<file path="src/inc/ddc_regs.vh">
`ifndef DDC_REGS_VH
`define DDC_REGS_VH
// register byte offsets, one aligned word each
`define DDC_A_CTRL 8'h00
`define DDC_A_STAT 8'h04
`define DDC_A_BCFG 8'h08
`define DDC_A_XCFG 8'h0c
`define DDC_A_ECNT 8'h10
`define DDC_A_WCNT 8'h14
`define DDC_A_LAST 8'h18
`define DDC_A_RPOS 8'h1c
`define DDC_A_WDAT 8'h20
// open-row window, four words from here
`define DDC_A_ROW  8'h30
`define DDC_ROW_MSK 8'hf0
`define DDC_IDX_LO 2
`define DDC_ADR_LSB 2'h0
// command codes {ras_n,cas_n,we_n}, deselect apart
`define DDC_C_LDC 4'h0
`define DDC_C_REF 4'h1
`define DDC_C_PRE 4'h2
`define DDC_C_ACT 4'h3
`define DDC_C_WR  4'h4
`define DDC_C_RD  4'h5
`define DDC_C_BST 4'h6
`define DDC_C_NOP 4'h7
`define DDC_C_DES 4'h8
// address fields
`define DDC_ACB_X32 8
`define DDC_ACB_X16 10
`define DDC_BCFG_DLL 8
`define DDC_BA_BASE 2'h0
`define DDC_BL2 3'h1
`define DDC_BL4 3'h2
`define DDC_BL8 3'h3
// burst lengths as clock cycles
`define DDC_CYC2 3'h1
`define DDC_CYC4 3'h2
`define DDC_CYC8 3'h4
`define DDC_CYC0 3'h0
// bus answers
`define DDC_RESP_OK  2'h0
`define DDC_RESP_ERR 2'h2
`endif

</file>
<file path="src/core/ddc_cmd_dec.v">
`timescale 1ns/10ps
`include "ddc_regs.vh"
module ddc_cmd_dec (
  input  wire        chip_select_n,
  input  wire        row_strobe_n,
  input  wire        column_strobe_n,
  input  wire        write_enable_n,
  input  wire [12:0] addr,
  input  wire        org32,
  output wire [3:0]  cmd,
  output wire        auto_close_bit,
  output wire [9:0]  col
);
  // chip select high overrides every other strobe
  assign cmd = chip_select_n ? `DDC_C_DES :
               {1'b0, row_strobe_n, column_strobe_n, write_enable_n};
  // auto-close line moves with the organisation
  assign auto_close_bit = org32 ? addr[`DDC_ACB_X32] : addr[`DDC_ACB_X16];
  // x32 skips the auto-close line inside the column
  assign col = org32 ? {1'b0, addr[9], addr[7:0]} : addr[9:0];
endmodule // ddc_cmd_dec

</file>
<file path="src/core/ddc_row_mem.v">
`timescale 1ns/10ps
module ddc_row_mem (
  input  wire        aclk,
  input  wire        aresetn,
  input  wire        wr_en,
  input  wire [1:0]  wr_idx,
  input  wire [12:0] wr_row,
  input  wire [1:0]  rd_idx,
  output wire [12:0] rd_row
);
  reg [12:0] mem_ff [0:3];
  reg [12:0] rd_row_ff;
  // array has no reset, rows are only meaningful once opened
  always @(posedge aclk) begin
    if (wr_en) begin
      mem_ff[wr_idx] <= wr_row;
    end
  end
  // registered read port
  always @(posedge aclk) begin
    if (!aresetn) begin
      rd_row_ff <= 13'h0;
    end else begin
      rd_row_ff <= mem_ff[rd_idx];
    end
  end
  assign rd_row = rd_row_ff;
endmodule // ddc_row_mem

</file>
<file path="src/core/ddc_top.v">
// The AXI4-Lite slave port and the address map were decided locally.
`timescale 1ns/10ps
`include "ddc_regs.vh"
// Operation
// - pins sampled only at rising clock edge
// - command from select and three strobes
// - unlisted commands or sequences counted illegal
// - deselect and nop both idle
// - auto-close closes bank after its burst
// - auto-close on A8 x32, else A10
// - active latches row; read/write latch column
// - precharge one bank, or all with bit
// - refresh runs, or enters self refresh
// - refresh ignores address, internal counter used
// - bank select picks base or extended config
// - masked data element is not written
// - gate low-low holds, low-high idle exits
// - high-low idle enters precharge/active power-down
// - no config defaults; no power-down before init
// - base config loads with bank select zero
// - base config fields, A8 requests dll reset
module ddc_top (
  input  wire        aclk,
  input  wire        aresetn,
  input  wire [7:0]  s_axi_awaddr,
  input  wire        s_axi_awvalid,
  output wire        s_axi_awready,
  input  wire [31:0] s_axi_wdata,
  input  wire [3:0]  s_axi_wstrb,
  input  wire        s_axi_wvalid,
  output wire        s_axi_wready,
  output wire [1:0]  s_axi_bresp,
  output wire        s_axi_bvalid,
  input  wire        s_axi_bready,
  input  wire [7:0]  s_axi_araddr,
  input  wire        s_axi_arvalid,
  output wire        s_axi_arready,
  output wire [31:0] s_axi_rdata,
  output wire [1:0]  s_axi_rresp,
  output wire        s_axi_rvalid,
  input  wire        s_axi_rready,
  input  wire        chip_select_n,
  input  wire        row_strobe_n,
  input  wire        column_strobe_n,
  input  wire        write_enable_n,
  input  wire [1:0]  bank_sel,
  input  wire [12:0] addr,
  input  wire        clock_gate_pin,
  input  wire [31:0] dq_in,
  input  wire        dq_strobe,
  input  wire [3:0]  write_byte_mask
);
  localparam PS_RUN = 2'h0;
  localparam PS_PPD = 2'h1;
  localparam PS_APD = 2'h2;
  localparam PS_SRF = 2'h3;
  localparam RP_IDLE = 2'h0;
  localparam RP_MEM  = 2'h1;
  localparam RP_OUT  = 2'h2;
  localparam RP_WAIT = 2'h3;

  wire [3:0]  cmd;
  wire        auto_close_bit;
  wire [9:0]  col;
  wire [3:0]  ac_close;
  wire [31:0] wdat;
  wire [12:0] mem_row;
  wire        bact;
  wire        wr_el;
  wire [2:0]  blc;
  reg         org32_ff;
  reg         cke_prev_ff;
  reg  [1:0]  ps_ff;
  reg  [3:0]  open_ff;
  reg  [12:0] bcfg_ff;
  reg  [12:0] xcfg_ff;
  reg         bok_ff;
  reg         xok_ff;
  reg         dll_ff;
  reg         init_ff;
  reg  [2:0]  bcnt_ff;
  reg         brd_ff;
  reg         bap_ff;
  reg  [1:0]  bbank_ff;
  reg  [9:0]  col_ff;
  reg  [3:0]  lcmd_ff;
  reg  [15:0] ref_cnt_ff;
  reg  [15:0] ill_cnt_ff;
  reg  [15:0] wr_cnt_ff;
  reg  [15:0] msk_cnt_ff;
  reg  [14:0] rpos_ff;
  reg  [1:0]  nxt_ps;
  reg  [3:0]  nxt_open;
  reg         go;
  reg         ill;
  reg         awready_ff;
  reg         wready_ff;
  reg         bvalid_ff;
  reg  [1:0]  bresp_ff;
  reg  [7:0]  wr_addr_ff;
  reg  [31:0] wr_data_ff;
  reg  [3:0]  wr_strb_ff;
  reg         arready_ff;
  reg         rvalid_ff;
  reg  [1:0]  rresp_ff;
  reg  [31:0] rdata_ff;
  reg  [7:0]  rd_addr_ff;
  reg  [1:0]  rph_ff;
  reg  [31:0] rmux;

  // deselect and nop are the same idle command
  function is_idle;
    input [3:0] c;
    begin
      is_idle = (c == `DDC_C_DES) || (c == `DDC_C_NOP);
    end
  endfunction

  // burst length code to clock cycles, two elements a cycle
  function [2:0] bl_cyc;
    input [2:0] code;
    begin
      case (code)
        `DDC_BL4: bl_cyc = `DDC_CYC4;
        `DDC_BL8: bl_cyc = `DDC_CYC8;
        default:  bl_cyc = `DDC_CYC2;
      endcase
    end
  endfunction

  // mapped word check, shared by read and write paths
  function reg_hit;
    input [7:0] a;
    begin
      reg_hit = (a[1:0] == `DDC_ADR_LSB) &&
                ((a <= `DDC_A_WDAT) || ((a & `DDC_ROW_MSK) == `DDC_A_ROW));
    end
  endfunction

  // *****************************************
  // command decode and row memory
  // *****************************************
  // strobes decoded into one command code
  ddc_cmd_dec u_dec (
    .chip_select_n   (chip_select_n),
    .row_strobe_n    (row_strobe_n),
    .column_strobe_n (column_strobe_n),
    .write_enable_n  (write_enable_n),
    .addr            (addr),
    .org32           (org32_ff),
    .cmd             (cmd),
    .auto_close_bit  (auto_close_bit),
    .col             (col)
  );

  // active stores the row of its bank
  ddc_row_mem u_rows (
    .aclk    (aclk),
    .aresetn (aresetn),
    .wr_en   (go && !ill && (cmd == `DDC_C_ACT)),
    .wr_idx  (bank_sel),
    .wr_row  (addr),
    .rd_idx  (rd_addr_ff[`DDC_IDX_LO+1:`DDC_IDX_LO]),
    .rd_row  (mem_row)
  );

  assign bact  = (bcnt_ff != `DDC_CYC0);
  assign blc   = bl_cyc(bcfg_ff[2:0]);
  assign wr_el = dq_strobe && bact && !brd_ff;

  // *****************************************
  // power state and command legality
  // *****************************************
  // every decision uses the pins at this edge; only the run state also uses the gate level kept from the last one
  always @* begin
    nxt_ps   = ps_ff;
    nxt_open = open_ff & ~ac_close;
    go       = 1'b0;
    ill      = 1'b0;
    case (ps_ff)
      PS_RUN: begin
        if (cke_prev_ff && clock_gate_pin) begin
          go = 1'b1;
          // misuse of a legal code is flagged
          case (cmd)
            `DDC_C_ACT: ill = open_ff[bank_sel];
            `DDC_C_RD, `DDC_C_WR: ill = ~open_ff[bank_sel];
            // terminate only a read without auto-close
            `DDC_C_BST: ill = ~(bact && brd_ff && !bap_ff);
            `DDC_C_REF: ill = |open_ff;
            `DDC_C_LDC: ill = (|open_ff) | bank_sel[1];
            default: ill = 1'b0;
          endcase
        end else if (cke_prev_ff) begin
          // idle at falling gate picks power-down kind
          if (is_idle(cmd) && init_ff) begin
            nxt_ps = (|open_ff) ? PS_APD : PS_PPD;
          // refresh with falling gate enters self refresh
          end else if ((cmd == `DDC_C_REF) && !(|open_ff) && init_ff) begin
            nxt_ps = PS_SRF;
          end else begin
            ill = 1'b1;
          end
        end else begin
          // gate still low since power-up: only idle allowed
          ill = ~is_idle(cmd);
        end
      end
      default: begin
        // low-low holds, low-high with idle exits
        if (clock_gate_pin) begin
          if (is_idle(cmd)) begin
            nxt_ps = PS_RUN;
          end else begin
            ill = 1'b1;
          end
        end
      end
    endcase
    if (go && !ill) begin
      if (cmd == `DDC_C_ACT) begin
        nxt_open[bank_sel] = 1'b1;
      end
      // precharge one bank, or all when bit is high
      if (cmd == `DDC_C_PRE) begin
        if (auto_close_bit) begin
          nxt_open = 4'h0;
        end else begin
          nxt_open[bank_sel] = 1'b0;
        end
      end
    end
  end

  // *****************************************
  // command execution
  // *****************************************
  // config registers hold garbage-free zeros, but init_ff tells truth
  always @(posedge aclk) begin
    if (!aresetn) begin
      cke_prev_ff <= 1'b0;
      ps_ff       <= PS_RUN;
      open_ff     <= 4'h0;
      bcfg_ff     <= 13'h0;
      xcfg_ff     <= 13'h0;
      bok_ff      <= 1'b0;
      xok_ff      <= 1'b0;
      dll_ff      <= 1'b0;
      init_ff     <= 1'b0;
      bbank_ff    <= 2'h0;
      col_ff      <= 10'h0;
      lcmd_ff     <= `DDC_C_DES;
      ref_cnt_ff  <= 16'h0;
      ill_cnt_ff  <= 16'h0;
      rpos_ff     <= 15'h0;
    end else begin
      // previous gate level kept for the next edge
      cke_prev_ff <= clock_gate_pin;
      ps_ff       <= nxt_ps;
      open_ff     <= nxt_open;
      if (ill) begin
        ill_cnt_ff <= ill_cnt_ff + 16'h1;
      end
      if (go && !ill && !is_idle(cmd)) begin
        lcmd_ff <= cmd;
        case (cmd)
          // bank and start column of the burst
          `DDC_C_RD, `DDC_C_WR: begin
            bbank_ff <= bank_sel;
            col_ff   <= col;
          end
          // address ignored, internal counter walks on
          `DDC_C_REF: begin
            ref_cnt_ff <= ref_cnt_ff + 16'h1;
            rpos_ff    <= rpos_ff + 15'h1;
          end
          // bank select picks the config register
          `DDC_C_LDC: begin
            // base register on bank select zero
            if (bank_sel == `DDC_BA_BASE) begin
              bcfg_ff <= addr;
              bok_ff  <= 1'b1;
              if (addr[`DDC_BCFG_DLL]) begin
                dll_ff <= 1'b1;
              // ready once both loaded and a dll reset seen on an earlier base load
              end else if (dll_ff && xok_ff) begin
                init_ff <= 1'b1;
              end
            end else begin
              xcfg_ff <= addr;
              xok_ff  <= 1'b1;
            end
          end
          default: begin
            lcmd_ff <= cmd;
          end
        endcase
      end
    end
  end

  // burst tracker, loaded by read or write
  always @(posedge aclk) begin
    if (!aresetn) begin
      bcnt_ff <= `DDC_CYC0;
      brd_ff  <= 1'b0;
      bap_ff  <= 1'b0;
    end else if (go && !ill && ((cmd == `DDC_C_RD) || (cmd == `DDC_C_WR))) begin
      bcnt_ff <= blc;
      brd_ff  <= (cmd == `DDC_C_RD);
      bap_ff  <= auto_close_bit;
    end else if (go && !ill && (cmd == `DDC_C_BST)) begin
      bcnt_ff <= `DDC_CYC0;
    end else if (bact) begin
      bcnt_ff <= bcnt_ff - `DDC_CYC2;
    end
  end

  // per-bank auto-close timers, so closes overlap across banks
  genvar g;
  generate
    for (g = 0; g < 4; g = g + 1) begin : g_bank
      reg [2:0] apc_ff;
      // close this bank as its burst ends
      always @(posedge aclk) begin
        if (!aresetn) begin
          apc_ff <= `DDC_CYC0;
        end else if (go && !ill && auto_close_bit && (bank_sel == g) &&
                     ((cmd == `DDC_C_RD) || (cmd == `DDC_C_WR))) begin
          apc_ff <= blc;
        end else if (apc_ff != `DDC_CYC0) begin
          apc_ff <= apc_ff - `DDC_CYC2;
        end
      end
      assign ac_close[g] = (apc_ff == `DDC_CYC2);
    end
  endgenerate

  // *****************************************
  // write data with byte mask
  // *****************************************
  generate
    for (g = 0; g < 4; g = g + 1) begin : g_lane
      reg [7:0] lane_ff;
      // lane kept when its mask is high
      always @(posedge aclk) begin
        if (!aresetn) begin
          lane_ff <= 8'h00;
        end else if (wr_el && !write_byte_mask[g]) begin
          lane_ff <= dq_in[8*g+7:8*g];
        end
      end
      assign wdat[8*g+7:8*g] = lane_ff;
    end
  endgenerate

  // element counts: any lane written, or fully masked
  always @(posedge aclk) begin
    if (!aresetn) begin
      wr_cnt_ff  <= 16'h0;
      msk_cnt_ff <= 16'h0;
    end else if (wr_el) begin
      if (&write_byte_mask) begin
        msk_cnt_ff <= msk_cnt_ff + 16'h1;
      end else begin
        wr_cnt_ff <= wr_cnt_ff + 16'h1;
      end
    end
  end

  // *****************************************
  // register bus slave
  // *****************************************
  // one write at a time; address and data taken in any order
  always @(posedge aclk) begin
    if (!aresetn) begin
      awready_ff <= 1'b1;
      wready_ff  <= 1'b1;
      bvalid_ff  <= 1'b0;
      bresp_ff   <= `DDC_RESP_OK;
      wr_addr_ff <= 8'h00;
      wr_data_ff <= 32'h0;
      wr_strb_ff <= 4'h0;
      org32_ff   <= 1'b0;
    end else begin
      if (s_axi_awvalid && awready_ff) begin
        awready_ff <= 1'b0;
        wr_addr_ff <= s_axi_awaddr;
      end
      if (s_axi_wvalid && wready_ff) begin
        wready_ff  <= 1'b0;
        wr_data_ff <= s_axi_wdata;
        wr_strb_ff <= s_axi_wstrb;
      end
      if (!awready_ff && !wready_ff && !bvalid_ff) begin
        bvalid_ff <= 1'b1;
        bresp_ff  <= reg_hit(wr_addr_ff) ? `DDC_RESP_OK : `DDC_RESP_ERR;
        if ((wr_addr_ff == `DDC_A_CTRL) && wr_strb_ff[0]) begin
          org32_ff <= wr_data_ff[0];
        end
      end
      if (bvalid_ff && s_axi_bready) begin
        bvalid_ff  <= 1'b0;
        awready_ff <= 1'b1;
        wready_ff  <= 1'b1;
      end
    end
  end

  // read mux, row window served from the memory port
  always @* begin
    case (rd_addr_ff)
      `DDC_A_CTRL: rmux = {31'h0, org32_ff};
      `DDC_A_STAT: rmux = {21'h0, init_ff, dll_ff, xok_ff, bok_ff, bact, ps_ff, open_ff};
      `DDC_A_BCFG: rmux = {19'h0, bcfg_ff};
      `DDC_A_XCFG: rmux = {19'h0, xcfg_ff};
      `DDC_A_ECNT: rmux = {ill_cnt_ff, ref_cnt_ff};
      `DDC_A_WCNT: rmux = {msk_cnt_ff, wr_cnt_ff};
      `DDC_A_LAST: rmux = {16'h0, lcmd_ff, bbank_ff, col_ff};
      `DDC_A_RPOS: rmux = {17'h0, rpos_ff};
      `DDC_A_WDAT: rmux = wdat;
      default:     rmux = reg_hit(rd_addr_ff) ? {19'h0, mem_row} : 32'h0;
    endcase
  end

  // read answers two edges after the address is taken
  always @(posedge aclk) begin
    if (!aresetn) begin
      arready_ff <= 1'b1;
      rvalid_ff  <= 1'b0;
      rresp_ff   <= `DDC_RESP_OK;
      rdata_ff   <= 32'h0;
      rd_addr_ff <= 8'h00;
      rph_ff     <= RP_IDLE;
    end else begin
      case (rph_ff)
        RP_IDLE: begin
          if (s_axi_arvalid && arready_ff) begin
            arready_ff <= 1'b0;
            rd_addr_ff <= s_axi_araddr;
            rph_ff     <= RP_MEM;
          end
        end
        RP_MEM: rph_ff <= RP_OUT;
        RP_OUT: begin
          rvalid_ff <= 1'b1;
          rdata_ff  <= rmux;
          rresp_ff  <= reg_hit(rd_addr_ff) ? `DDC_RESP_OK : `DDC_RESP_ERR;
          rph_ff    <= RP_WAIT;
        end
        RP_WAIT: begin
          if (s_axi_rready) begin
            rvalid_ff  <= 1'b0;
            arready_ff <= 1'b1;
            rph_ff     <= RP_IDLE;
          end
        end
        default: rph_ff <= RP_IDLE;
      endcase
    end
  end

  assign s_axi_awready = awready_ff;
  assign s_axi_wready  = wready_ff;
  assign s_axi_bvalid  = bvalid_ff;
  assign s_axi_bresp   = bresp_ff;
  assign s_axi_arready = arready_ff;
  assign s_axi_rvalid  = rvalid_ff;
  assign s_axi_rresp   = rresp_ff;
  assign s_axi_rdata   = rdata_ff;
endmodule // ddc_top

</file>
<file path="config.mk">
export PLATFORM = sky130hd
export DESIGN_NAME = ddc_top
export DESIGN_NICKNAME = d
export VERILOG_FILES = /design/src/core/ddc_cmd_dec.v /design/src/core/ddc_row_mem.v /design/src/core/ddc_top.v
export VERILOG_INCLUDE_DIRS = /design/src /design/src/inc
export SDC_FILE = /design/constraint.sdc
export NUM_CORES = 1
export LEC_CHECK = 0
export BUFFER_PORTS_ARGS = -buffer_cell sky130_fd_sc_hd__buf_2
export CORE_ASPECT_RATIO = 0.7
export CORE_MARGIN = 4
export CORE_UTILIZATION = 55
export DETAILED_ROUTE_END_ITERATION = 8
export PLACE_DENSITY = 0.73
export SLEW_MARGIN = 20
export SYNTH_ARGS = -nofsm -noshare
export SYNTH_HDL_FRONTEND = slang
export SYNTH_SLANG_ARGS = --single-unit
export TNS_END_PERCENT = 5
</file>
<file path="constraint.sdc">
create_clock -name aclk -period 3.1 [get_ports aclk]
set_input_delay 0.62 -clock aclk [delete_from_list [all_inputs] [get_ports aclk]]
set_output_delay 0.62 -clock aclk [all_outputs]
set_load 0.01 [all_outputs]
</file>
Yosys cells after proc, flatten, opt, wreduce, memory -nomap -nowiden
Memory sizes are Yosys's and may differ from the RTL's. A register that Yosys moved wholly into a read port is not among the register bits.
Cells that the tools add are included.
- register bits: 243
- latch bits: 0
- bits in writable memories: 52
- ROM bits: 0
- bits of input ports: 116
- output and inout port bits: 41
- logic and storage cells: 255
- memories: 1
- memory list (memory ; depth ; bits a word ; rd ports ; clocked after memory_dff ; write ports ; RTL line ; source):
    u_rows.mem_ff ; 4 ; 13 ; 1 ; 1 ; 1 ; ddc_row_mem.v:11 ; reg [12:0] mem_ff [0:3];
- add/sub/neg operators: 10
- multipliers: 0
- divide/modulo/power cells: 0
- order comparisons: 4
- eq/ne operators: 35
- shift operators: 0
- muxes and demuxes: 56
- bitwise gates (word level): 13
- reduce and logical (&&, ||, !) cells: 94
- operators by type and width (operator ; count):
    $pmux 32 s9 ; 1
    $add 16x1->16 const B ; 4
    $logic_and 1x1->1 ; 37
    $mux 3 ; 11
    $eq 8x5->1 const B ; 4
    $mux 2 ; 12
    $mux 4 ; 6
    $reduce_bool 3->1 ; 6
    $mux 1 ; 17
    $eq 4x2->1 const B ; 4
    $eq 4x3->1 const B ; 4
    $eq 8x4->1 const B ; 2
    $le 8x6->1 const B ; 2
    $logic_not 8->1 ; 2
    $reduce_bool 2->1 ; 8
    $add 15x1->15 const B ; 1
    $reduce_and 5->1 ; 3
    $sub 3x1->3 const B ; 5
    $reduce_and 2->1 ; 7
    $logic_not 1->1 ; 13
    $mux 13 ; 1
    $eq 3x1->1 const B ; 4
    $logic_not 2->1 ; 5
    $mux 10 ; 1
    28 further kinds ; 52

Depth between registers and ports, before layout
Gate-level depths: netlist of the first run.
- word-level depth: 16
- mapped depth: 8
- depth with buffers taken out: 7

Modules after synthesis
A second synthesis of the first run with hierarchy kept.
- cell total of the unflattened synthesis: 1499
- area total of the unflattened synthesis: 13894.6 um2
- by module, submodules not included (module ; instances ; cells an instance ; area each (um2) ; seq. area each (um2)):
    ddc_top ; 1 ; 1368 ; 11513.5 ; 4824.6
    ddc_row_mem ; 1 ; 116 ; 2258.4 ; 1821.7
    ddc_cmd_dec ; 1 ; 15 ; 122.6 ; 0.0

Worst setup path after synthesis of the first run
Ideal clock, no wire load.
- path kind: input to register
- from: input bank_sel[1]
- to: memory u_rows.mem_ff[0][0], enable pin
- arrival time: 2.431 ns
- path slack: 0.287 ns
- stages on the path: 4
- buffers on the path: 0
- path through: mux4_2 > a2111oi_2 > nand2_1 > nor2_1
- cells in the longest elaborated chain, start to end: 11
- ends and longest elaborated chain (item ; RTL line ; source):
    start, declared ; ddc_top.v:46 ; input wire [1:0] bank_sel,
    $bmux 1 s2 ; ddc_top.v:186, ddc_top.v:187 ;
    $mux 1 (implied by the code) ; ddc_top.v:186, ddc_top.v:187 ;
    $not 1->1 ; ddc_top.v:187 ; `DDC_C_RD, `DDC_C_WR: ill = ~open_ff[bank_sel];
    $pmux 1 s5 ; ddc_top.v:185 ; case (cmd)
    $mux 1 ; ddc_top.v:182 ; if (cke_prev_ff && clock_gate_pin) begin
    $mux 1 ; ddc_top.v:180 ; case (ps_ff)
    $logic_not 1->1 ; ddc_top.v:160 ; .wr_en (go && !ill && (cmd == `DDC_C_ACT)),
    $logic_and 1x1->1 (2 in series) ; ddc_top.v:160 ;
    $mux 1 ; ddc_row_mem.v:15 ; if (wr_en) begin
    $mux 1 (implied by the code) ; ddc_row_mem.v:16 ; mem_ff[wr_idx] <= wr_row;
    end, declared ; ddc_row_mem.v:11 ;
Parallel ways exist; a longest one is shown, timed or not. The select of a mux whose other input is x is not followed.

Final worst setup path of the first run
- from: register open_ff[3]
- to: register ill_cnt_ff[11]
- cells in the longest elaborated chain, start to end: 9
- ends and longest elaborated chain (item ; RTL line ; source):
    start, declared ; ddc_top.v:74 ; reg [3:0] open_ff;
    start signal, assigned ; ddc_top.v:260 ; open_ff <= nxt_open;
    $reduce_or 4->1 ; ddc_top.v:190, ddc_top.v:191, ddc_top.v:199 ;
    $logic_not 1->1 ; ddc_top.v:199 ; end else if ((cmd == `DDC_C_REF) && !(|open_ff) && init_ff) begin
    $logic_and 1x1->1 (2 in series) ; ddc_top.v:199 ;
    $mux 1 ; ddc_top.v:199 ;
    $mux 1 ; ddc_top.v:196 ; if (is_idle(cmd) && init_ff) begin
    $mux 1 ; ddc_top.v:194 ; end else if (cke_prev_ff) begin
    $mux 1 (*) ; ddc_top.v:182 ;
    $mux 1 (*) ; ddc_top.v:180 ;
    end signal, assigned ; ddc_top.v:262 ; ill_cnt_ff <= ill_cnt_ff + 16'h1;
    end, declared ; ddc_top.v:88 ; reg [15:0] ill_cnt_ff;
Mark *: on every way between the ends. The rest lies on a longest branch, timed or not. The select of a mux whose other input is x is not followed.
A chain may end at the register's enable or synchronous reset.

==> results of run 1 <==
==> cell type report <==
type	count	share of cell area
well taps	325	0.02536
clock buffers	39	0.05011
multi-input cells	1061	0.4319
inverters	43	0.01038
clock inverters	13	0.006010
flip-flops and latches	306	0.4146
repair buffers	163	0.06166
==> critical path, stage by stage, from the launching register on <==
cell,delay [ps]
dfxtp_1,390
nor4_2,460
a211oi_1,150
or3_1,600
buf_4,260
or4_1,500
nand3_1,90
==> metrics by stage <==
| stage | worst slack [ps] | cell area, sq um |
|---|---|---|
| after CTS | 584.0 | 16030 |
| after detailed placement | 302.2 | 15130 |
| after floorplan | 287.2 | 14140 |
| final | 577.6 | 16030 |
| after global routing | 419.9 | 16030 |
| after global placement | 340.8 | 15130 |
==> cells in the mapped netlist, drive strengths merged, types with 18 or more instances <==
master,n,area [sq um]
inv,42,157.7
o21ai,84,420.4
ha,22,275.3
edfxtp,52,1562
xor2,18,157.7
mux2i,65,650.6
nor4,24,162.7
buf,31,163.9
nand2,150,563.0
a222oi,21,210.2
clkbuf,79,299.0
nand2b,30,187.7
nor2,133,499.2
a22oi,22,165.2
a211oi,21,157.7
nand4,21,131.4
o311ai,18,157.6
xnor2,18,157.7
nor3,21,115.1
nand3,51,255.2
dfxtp,254,5085
a21oi,109,549.3
and2,26,162.6
==> power groups by stage <==
stage / clock (mW) / sequential (mW) / combinational [mW]
6_report: 3.42 / 4.66 / 2.32
3_3_place_gp: 0 / 4.72 / 2.21
4_1_cts: 3.45 / 4.65 / 2.29
2_1_floorplan: 0 / 4.68 / 1.57
5_1_grt: 3.62 / 4.69 / 2.55
3_5_place_dp: 0 / 4.73 / 2.28
==> worst paths after layout <==
kind	from	end
setup / recovery	open_ff[3]	ill_cnt_ff[11]
setup reg to reg	open_ff[3]	ill_cnt_ff[11]
hold / removal	s_axi_wvalid	s_axi_wready
hold reg to reg	wr_addr_ff[3]	wr_addr_ff[3]
==> registers in the layout, indices dropped and copies added, names as in the netlist, 4 cells and up <==
signal,cells
u_rows.mem_ff,52
g_lane.lane_ff,32
s_axi_rdata,32
ill_cnt_ff,16
msk_cnt_ff,16
ref_cnt_ff,16
wr_cnt_ff,16
rpos_ff,15
bcfg_ff,13
u_rows.rd_row,13
xcfg_ff,13
g_bank.apc_ff,12
col_ff,10
rd_addr_ff,8
wr_addr_ff,8
lcmd_ff,4
open_ff,4
==> per-layer routing <==
| metal | wire [um] | global-route usage | up-vias |
|---|---|---|---|
| met1 | 17730 | 0.4353 | 5950 |
| met5 | 0 | 0 | - |
| met2 | 17680 | 0.4125 | 654 |
| met3 | 4740 | 0.05750 | 74 |
| li1 | - | - | 5760 |
| met4 | 982 | 0.06467 | 0 |
==> cell families after synthesis <==
| group | Yosys count |
|---|---|
| multiplexers | 84 |
| buffers and inverters | 153 |
| AND/OR/NAND/NOR | 541 |
| flip-flops | 306 |
| adder cells (fa/ha/maj) | 22 |
| XOR/XNOR | 36 |
| other | 1 |
| AO/OA/AOI/OAI | 376 |
==> run metrics, run 1 <==
Post-Route Setup TNS=0 ps; #FFs+latches synth=306; HPWL after DPL=29.23 mm; asr flop ratio synth=0; Final setup viols=0; Post-synth EDFFs=52; most common cell after layout, fill and taps aside=dfxtp_1; global-route wire length before repair=64.34 mm; Main synth FF type=dfxtp_1; sequential-to-total area share from yosys stat=0.4700; Final ANT Viol Nets=0; Post-Route WL=slightly above 40 mm; setup skew after layout=19.36 ps; via count=roughly 12k; fraction of layout cells with a size suffix above 1=0.1514; final non-filler cell total=between 1.5k and 2k; fillcell total=2,075; chip width=199.6 um; IO Port Bufs=120; synth warn=0; initial antenna violation count=0; CP Launch Type=register; die area=0.02838 sq mm; CTS max path bufs=3; Avg Cell Area, Syn=9.309 sq um; Sw Ratio=0.3090; Hold Path Class=primary input to register; Sw Pwr=3.212 mW; Initial Utilization=0.5660; max_slew headroom=0.3728; Netlist cell types=79; Overall Global Routing Usage=0.2832; final slew viol count=0; Num CTS Buffers=28; # diodes=0; Final Hold Slack=roughly 290 ps; clock sinks=between 300 and 400; Seq pwr share=0.448; core box area=0.02498 sq mm; largest net degree at the start of global routing=65; H-Tree Depth=1; vias in the first global route=11.56k; CTS tree=done; most frequent cells in the layout=dfxtp_1, nand2_1, nor2_1, buf_2, a21oi_1; Sequential Area=0.006646 sq mm; post-CTS setup buffer count=0; first drt pass iteration count=8; mux contribution to synthesized area=0.07309; part of the cycle the worst path needs=0.8137; multi-input logic area=0.006924 sq mm; Core Util, Final=0.6417; Max FO, Critical Path=17; CP required=3590 ps; clk root buf=clkbuf_16; RSZ-0062 raised after global routing=false; max frequency=a little under 400 MHz; Worst-Margin Slew=931.0 ps; simple-gate share of the synthesized area=0.1919; Vert. Die Dim=~140 um; Leak=5.954 nW; final hold viol count=0; Crit. End Element=register; P_int=7.182 mW; Detailed Route Iter0 Violations=roughly 1.7k; Post-CTS Resized=0; dpl cells=1,898; area grow syn2layout=13.38%; grt ovf=0; drt via density=about 6.4; logic gate share of total power=0.223; Post-Syn Instances=about 1.5k; row count=48; Worst-Skew Late Latency=560 ps; worst reg-to-reg path cell count=6; max_cap viols=0; main combinational cell family by area after synthesis=simple AND/OR/NAND/NOR gates; Wirelength per Cell=21.10 um; Setup CP Type=register to register; io pins=157; Clk network pwr share=0.329; total power=10.39 mW; Synth Cell Area=0.01414 sq mm; area fraction in compound gates after synthesis=0.1787; Hold-fix buffers, CTS=0; XOR/XNOR Fraction of Synth Area=0.02230; pwr/cell area=648.3 mW/mm^2; CP Data Arrival Time=3010 ps; status=finished, final reports clean; Synth Area in Adders=0.01947; routability cong.=0.9472; Hold Crit Depth=2; Peak supply drop=0.5221 mV; Final nets=1,741; Worst-path clk slew=~60 ps; Remaining DRCs=0; Period minus WS final=2522 ps; R2R setup slack=just under 600 ps
Power figures use the tool's default switching activity.
==> run 2, diff against run 1 <==
--- a/config.mk
+++ b/config.mk
@@ -9,7 +9,7 @@
 export BUFFER_PORTS_ARGS = -buffer_cell sky130_fd_sc_hd__buf_2
 export CORE_ASPECT_RATIO = 0.7
 export CORE_MARGIN = 4
-export CORE_UTILIZATION = 55
+export CORE_UTILIZATION = 53
 export DETAILED_ROUTE_END_ITERATION = 8
 export PLACE_DENSITY = 0.73
 export SLEW_MARGIN = 20
==> constraint.sdc (replaced) <==
create_clock -name aclk -period 2.13 [get_ports aclk]
set_input_delay 0.426 -clock aclk [delete_from_list [all_inputs] [get_ports aclk]]
set_output_delay 0.426 -clock aclk [all_outputs]
set_load 0.01 [all_outputs]
==> run 2 against run 1 <==
  * The run now ends with setup timing left
  * Global-route usage about the same
  * Sequential power up 45%
  * Wire length is 6.1% higher
  * Flip-flop and latch count is the same
  * Combinational power increased by 66%
  * Count of clock-buffer cells in the layout up 6
  * Maximum frequency increased by 16%
  * Critical endpoint is now u_rows.mem_ff[1][10]
  * Largest power group unchanged
  * Highest routed layer unchanged
==> run metrics, run 2 (synthesized netlist as in run 1, its figures left out) <==
status=finished with violations; failing checks=setup timing; Crit path buffers/inverters=2; reg2reg end=u_rows.mem_ff[1][10]; max reg flops=52; core box area=between 0.02 and 0.03 sq mm; vias in the first global route=11.71k; crit path cell chain=mux4_2 > buf_6 > a2111oi_4 > nand2_4 > nor2_4 > buf_12; Hold Path Class=primary input to register; CP Data Arrival Time=2440 ps; Wirelength per Cell=between 20 and 25 um; Worst-Margin Slew=741.4 ps; max_slew headroom=0.5057; max_cap viols=0; HPWL after DPL=just over 30 mm; max frequency=460.3 MHz; Initial Utilization=0.5439; Leak=6.579 nW; worst setup path endpoint=u_rows.mem_ff[1][10]; global-route wire length before repair=66.05 mm; Worst-Skew Late Latency=570 ps; Peak supply drop=0.7782 mV; final hold viol count=0; setup skew after layout=12.67 ps; final slew viol count=0; CP required=~2400 ps; die area=0.02940 sq mm; Vert. Die Dim=144.7 um; clk root buf=clkbuf_16; routability cong.=0.9439; dpl cell area=0.01590 sq mm; clock sinks=306; Period minus WS final=2173 ps; Final setup viols=55; most common cell after layout, fill and taps aside=dfxtp_1; CP Launch Point=open_ff[3]; row count=49; Core Util, Final=0.6624; drt via density=slightly above 6; CTS max path bufs=3; Place WS=-313.9 ps; critical path's top delay family=multiplexers; CP Launch Type=register; multi-input logic area=roughly 0.0072 sq mm; min-delay src=s_axi_wvalid; Remaining DRCs=0; via count=12.76k; Crit. End Element=register; chip width=~200 um; Hold-fix buffers, CTS=0; WP depth=6; part of the cycle the worst path needs=1.020; Final nets=1,829; Overall Global Routing Usage=0.2835; Setup CP Type=register to register; fraction of layout cells with a size suffix above 1=0.2204; biggest cell delay along the critical path=520 ps; Post-Route WL=43.64 mm; RR Startpoint=open_ff[3]; IO Port Bufs=120; Detailed Route Iter0 Violations=1,443; Sequential Area=between 0.006 and 0.007 sq mm; RSZ-0062 raised after global routing=true; largest net degree at the start of global routing=around 110; Biggest register=u_rows.mem_ff; H-Tree Depth=1; initial antenna violation count=0; fin area=0.01722 sq mm; first drt pass iteration count=9; Max FO, Critical Path=13; Final ANT Viol Nets=0; final non-filler cell total=2,072; grt ovf=0; worst reg-to-reg path cell count=6; CTS tree=done; dpl cells=2,008; area grow syn2layout=21.79%; fillcell total=2,074; setup ws final=-42.69 ps; Num CTS Buffers=30; # diodes=0; Worst-path clk slew=60 ps; R2R setup slack=-40 ps; CP max stage cell=mux4_2; most frequent cells in the layout=dfxtp_1, nand2_1, nor2_1, buf_2; io pins=157; pwr/cell area=916.4 mW/mm^2
[run 2: power breakdown]
part           leakage (nW)  switching (mW)  internal, mW
registers              2.53           0.367          6.37
logic                  3.56            2.25          1.61
clock network         0.480            2.27          2.91
total                  6.58            4.89          10.9
[run 2: worst min path at each step]
stage               slack, ps  cells after the start                    to
finish                     90                      2          s_axi_wready
global route              100                      3  g_lane[3].lane_ff[0]
CTS                        70                      2          s_axi_wready
detailed placement        450                      2         wr_addr_ff[6]
global placement          440                      2         wr_addr_ff[2]
floorplan                 430                      2                bap_ff
[run 2: per-stage QoR]
stage,power [mW],hold WS (ps),setup TNS [ps]
2_1_floorplan,9.092,431.2,-5250
3_3_place_gp,10.38,443.5,-17610
3_5_place_dp,10.50,446.4,-21150
4_1_cts,15.69,70.37,-2122
5_1_grt,16.52,95.07,-5995
6_report,15.78,92.60,-1703
[run 2: cell type report]
| class | instances | share of cell area |
|---|---|---|
| well taps | 357 | 0.02594 |
| clock buffers | 45 | 0.05224 |
| repair buffers | 249 | 0.1045 |
| clock inverters | 11 | 0.003778 |
| multi-input cells | 1061 | 0.4173 |
| inverters | 43 | 0.009664 |
| flip-flops and latches | 306 | 0.3866 |
[run 2: repair_timing]
item | CTS | global route
setup buffers | 5 | 3
cloned | 0 | 2
pin swaps | 16 | 12
gates resized for setup | 34 | 37
setup endpoints to repair | 100 | 141
[run 2: layer usage]
metal / global-route usage / vias to the layer above / wire, um
li1: - / 5937 / -
met1: 0.4182 / 6145 / 18930
met2: 0.4143 / 592 / 18630
met3: 0.08465 / 90 / 5016
met4: 0.06279 / 0 / 1063
met5: 0 / - / 0
==> run 3, diff against run 2 <==
--- a/config.mk
+++ b/config.mk
@@ -7,11 +7,11 @@
 export NUM_CORES = 1
 export LEC_CHECK = 0
 export BUFFER_PORTS_ARGS = -buffer_cell sky130_fd_sc_hd__buf_2
-export CORE_ASPECT_RATIO = 0.7
 export CORE_MARGIN = 4
 export CORE_UTILIZATION = 53
 export DETAILED_ROUTE_END_ITERATION = 8
 export PLACE_DENSITY = 0.73
+export SKIP_CTS_REPAIR_TIMING = 1
 export SLEW_MARGIN = 20
 export SYNTH_ARGS = -nofsm -noshare
 export SYNTH_HDL_FRONTEND = slang
==> run 3 against run 2 <==
  * The flow still finishes with violations (setup timing)
  * Count of clock-buffer cells in the layout rose by 8
  * Clock power rose by 8.9%
  * First-iteration DRC count fell by 5.1%
  * Final cell count fell by 2.1%
  * Global-route usage fell by 1.4 points
  * Sequential share of layout area rose by 0.67 points
  * Combinational power fell by 7.0%
  * Sequential power barely moved
  * Clock skew rose by 0.52 ps
==> run metrics, run 3 (synthesized netlist as in run 1, its figures left out) <==
status=finished with violations; failing checks=setup timing; CTS tree=done; Hold Path Class=primary input to register; vias in the first global route=~12k; first drt pass iteration count=8; IO Port Bufs=120; Max FO, Critical Path=5; setup skew after layout=13.19 ps; area grow syn2layout=19.64%; fin area=0.01692 sq mm; Wirelength per Cell=~20 um; worst reg-to-reg path cell count=7; largest net degree at the start of global routing=72; initial antenna violation count=1; HPWL after DPL=just under 30 mm; grt ovf=0; Biggest register=u_rows.mem_ff; Post-Route WL=41.32 mm; via count=12.73k; setup ws final=-150.5 ps; Period minus WS final=roughly 2300 ps; dpl cells=slightly below 2k; final non-filler cell total=2,028; max frequency=438.5 MHz; pwr/cell area=945.6 mW/mm^2; Detailed Route Iter0 Violations=1,370; Vert. Die Dim=around 170 um; core box area=0.02613 sq mm; Worst-path clk slew=60 ps; io pins=around 160; max_slew headroom=0.3257; most frequent cells in the layout=dfxtp_1, nand2_1, nor2_1, buf_2, a21oi_1; met3 Usage GRT=0.05470; CP Data Arrival Time=2640 ps; Post-Route Setup TNS=-7933 ps; final hold viol count=0; drt via density=6.275; row count=59; final slew viol count=0; Peak supply drop=0.5850 mV; Initial Utilization=0.5411; clk root buf=clkbuf_16; global-route wire length before repair=between 60 and 70 mm; dpl cell area=0.01564 sq mm; Worst-Margin Slew=about 1000 ps; M2 GR Usage=0.4127; CP required=about 2500 ps; Final ANT Viol Nets=0; chip width=171.3 um; Final Hold Slack=145.5 ps; H-Tree Depth=2; Hold Crit Depth=2; layer with the highest usage=met2; Crit. End Element=register; Setup CP Type=register to register; Overall Global Routing Usage=0.2698; # diodes=0; max_cap viols=0; CP Launch Type=register; RSZ-0062 raised after global routing=true; die area=0.02936 sq mm; Remaining DRCs=0; CTS max path bufs=3; part of the cycle the worst path needs=1.071; routability cong.=0.9239; Worst-Skew Late Latency=roughly 510 ps; Final setup viols=70; Leak=6.422 nW; clock sinks=306; Num CTS Buffers=35; met1 GRT Util=0.3773; Final nets=1,809; most common cell after layout, fill and taps aside=dfxtp_1; max reg flops=52; fraction of layout cells with a size suffix above 1=0.1949
run 3: final timing paths:
check | from | endpoint | slack (ps)
worst max-delay path | open_ff[3] | bcnt_ff[0] | -150
worst min-delay path | s_axi_wvalid | s_axi_wready | 150
worst max register to register | open_ff[3] | bcnt_ff[0] | -150
worst min register to register | wr_data_ff[0] | org32_ff | 450
run 3: layout make-up:
| class | instances | area (sq um) |
|---|---|---|
| Tap cell | 335 | 419.2 |
| Fill cell | 2153 | 9216 |
| Timing Repair Buffer | 224 | 1555 |
| Clock inverter | 6 | 56.30 |
| Sequential cell | 306 | 6653 |
| Clock buffer | 53 | 1023 |
| Inverter | 43 | 166.4 |
| Multi-Input combinational cell | 1061 | 7043 |
run 3: power by group:
group / internal, mW / switching [mW] / total [mW] / leakage (nW)
clock network: 3.32 / 2.32 / 5.64 / 0.531
logic: 1.51 / 2.08 / 3.59 / 3.36
registers: 6.37 / 0.393 / 6.76 / 2.53
run 3: stage by stage:
stage            util  setup WS, ps  total power [mW]
2_1_floorplan       -        -93.15             9.092
3_3_place_gp   0.5983        -285.7             10.27
3_5_place_dp   0.5983        -346.5             10.39
4_1_cts        0.6397        -135.5             16.01
5_1_grt        0.6473        -203.9             16.72
6_report       0.6473        -150.5             16.00
run 3: worst max-delay path, cell delays in order, from the launching register on:
cell	delay (ps)
dfxtp_4	360
mux4_2	540
a221oi_4	390
buf_4	170
buf_4	100
o2111a_1	260
o22ai_1	150
o2bb2ai_1	160
run 3: routing by layer:
metal  routed length, um  vias to the layer above  share of wire
li1                    -                     5910              -
met5                  17                        -        0.00041
met2               18540                      574           0.45
met1               17440                     6096           0.42
met4                1826                        2          0.044
met3                3495                      143          0.085
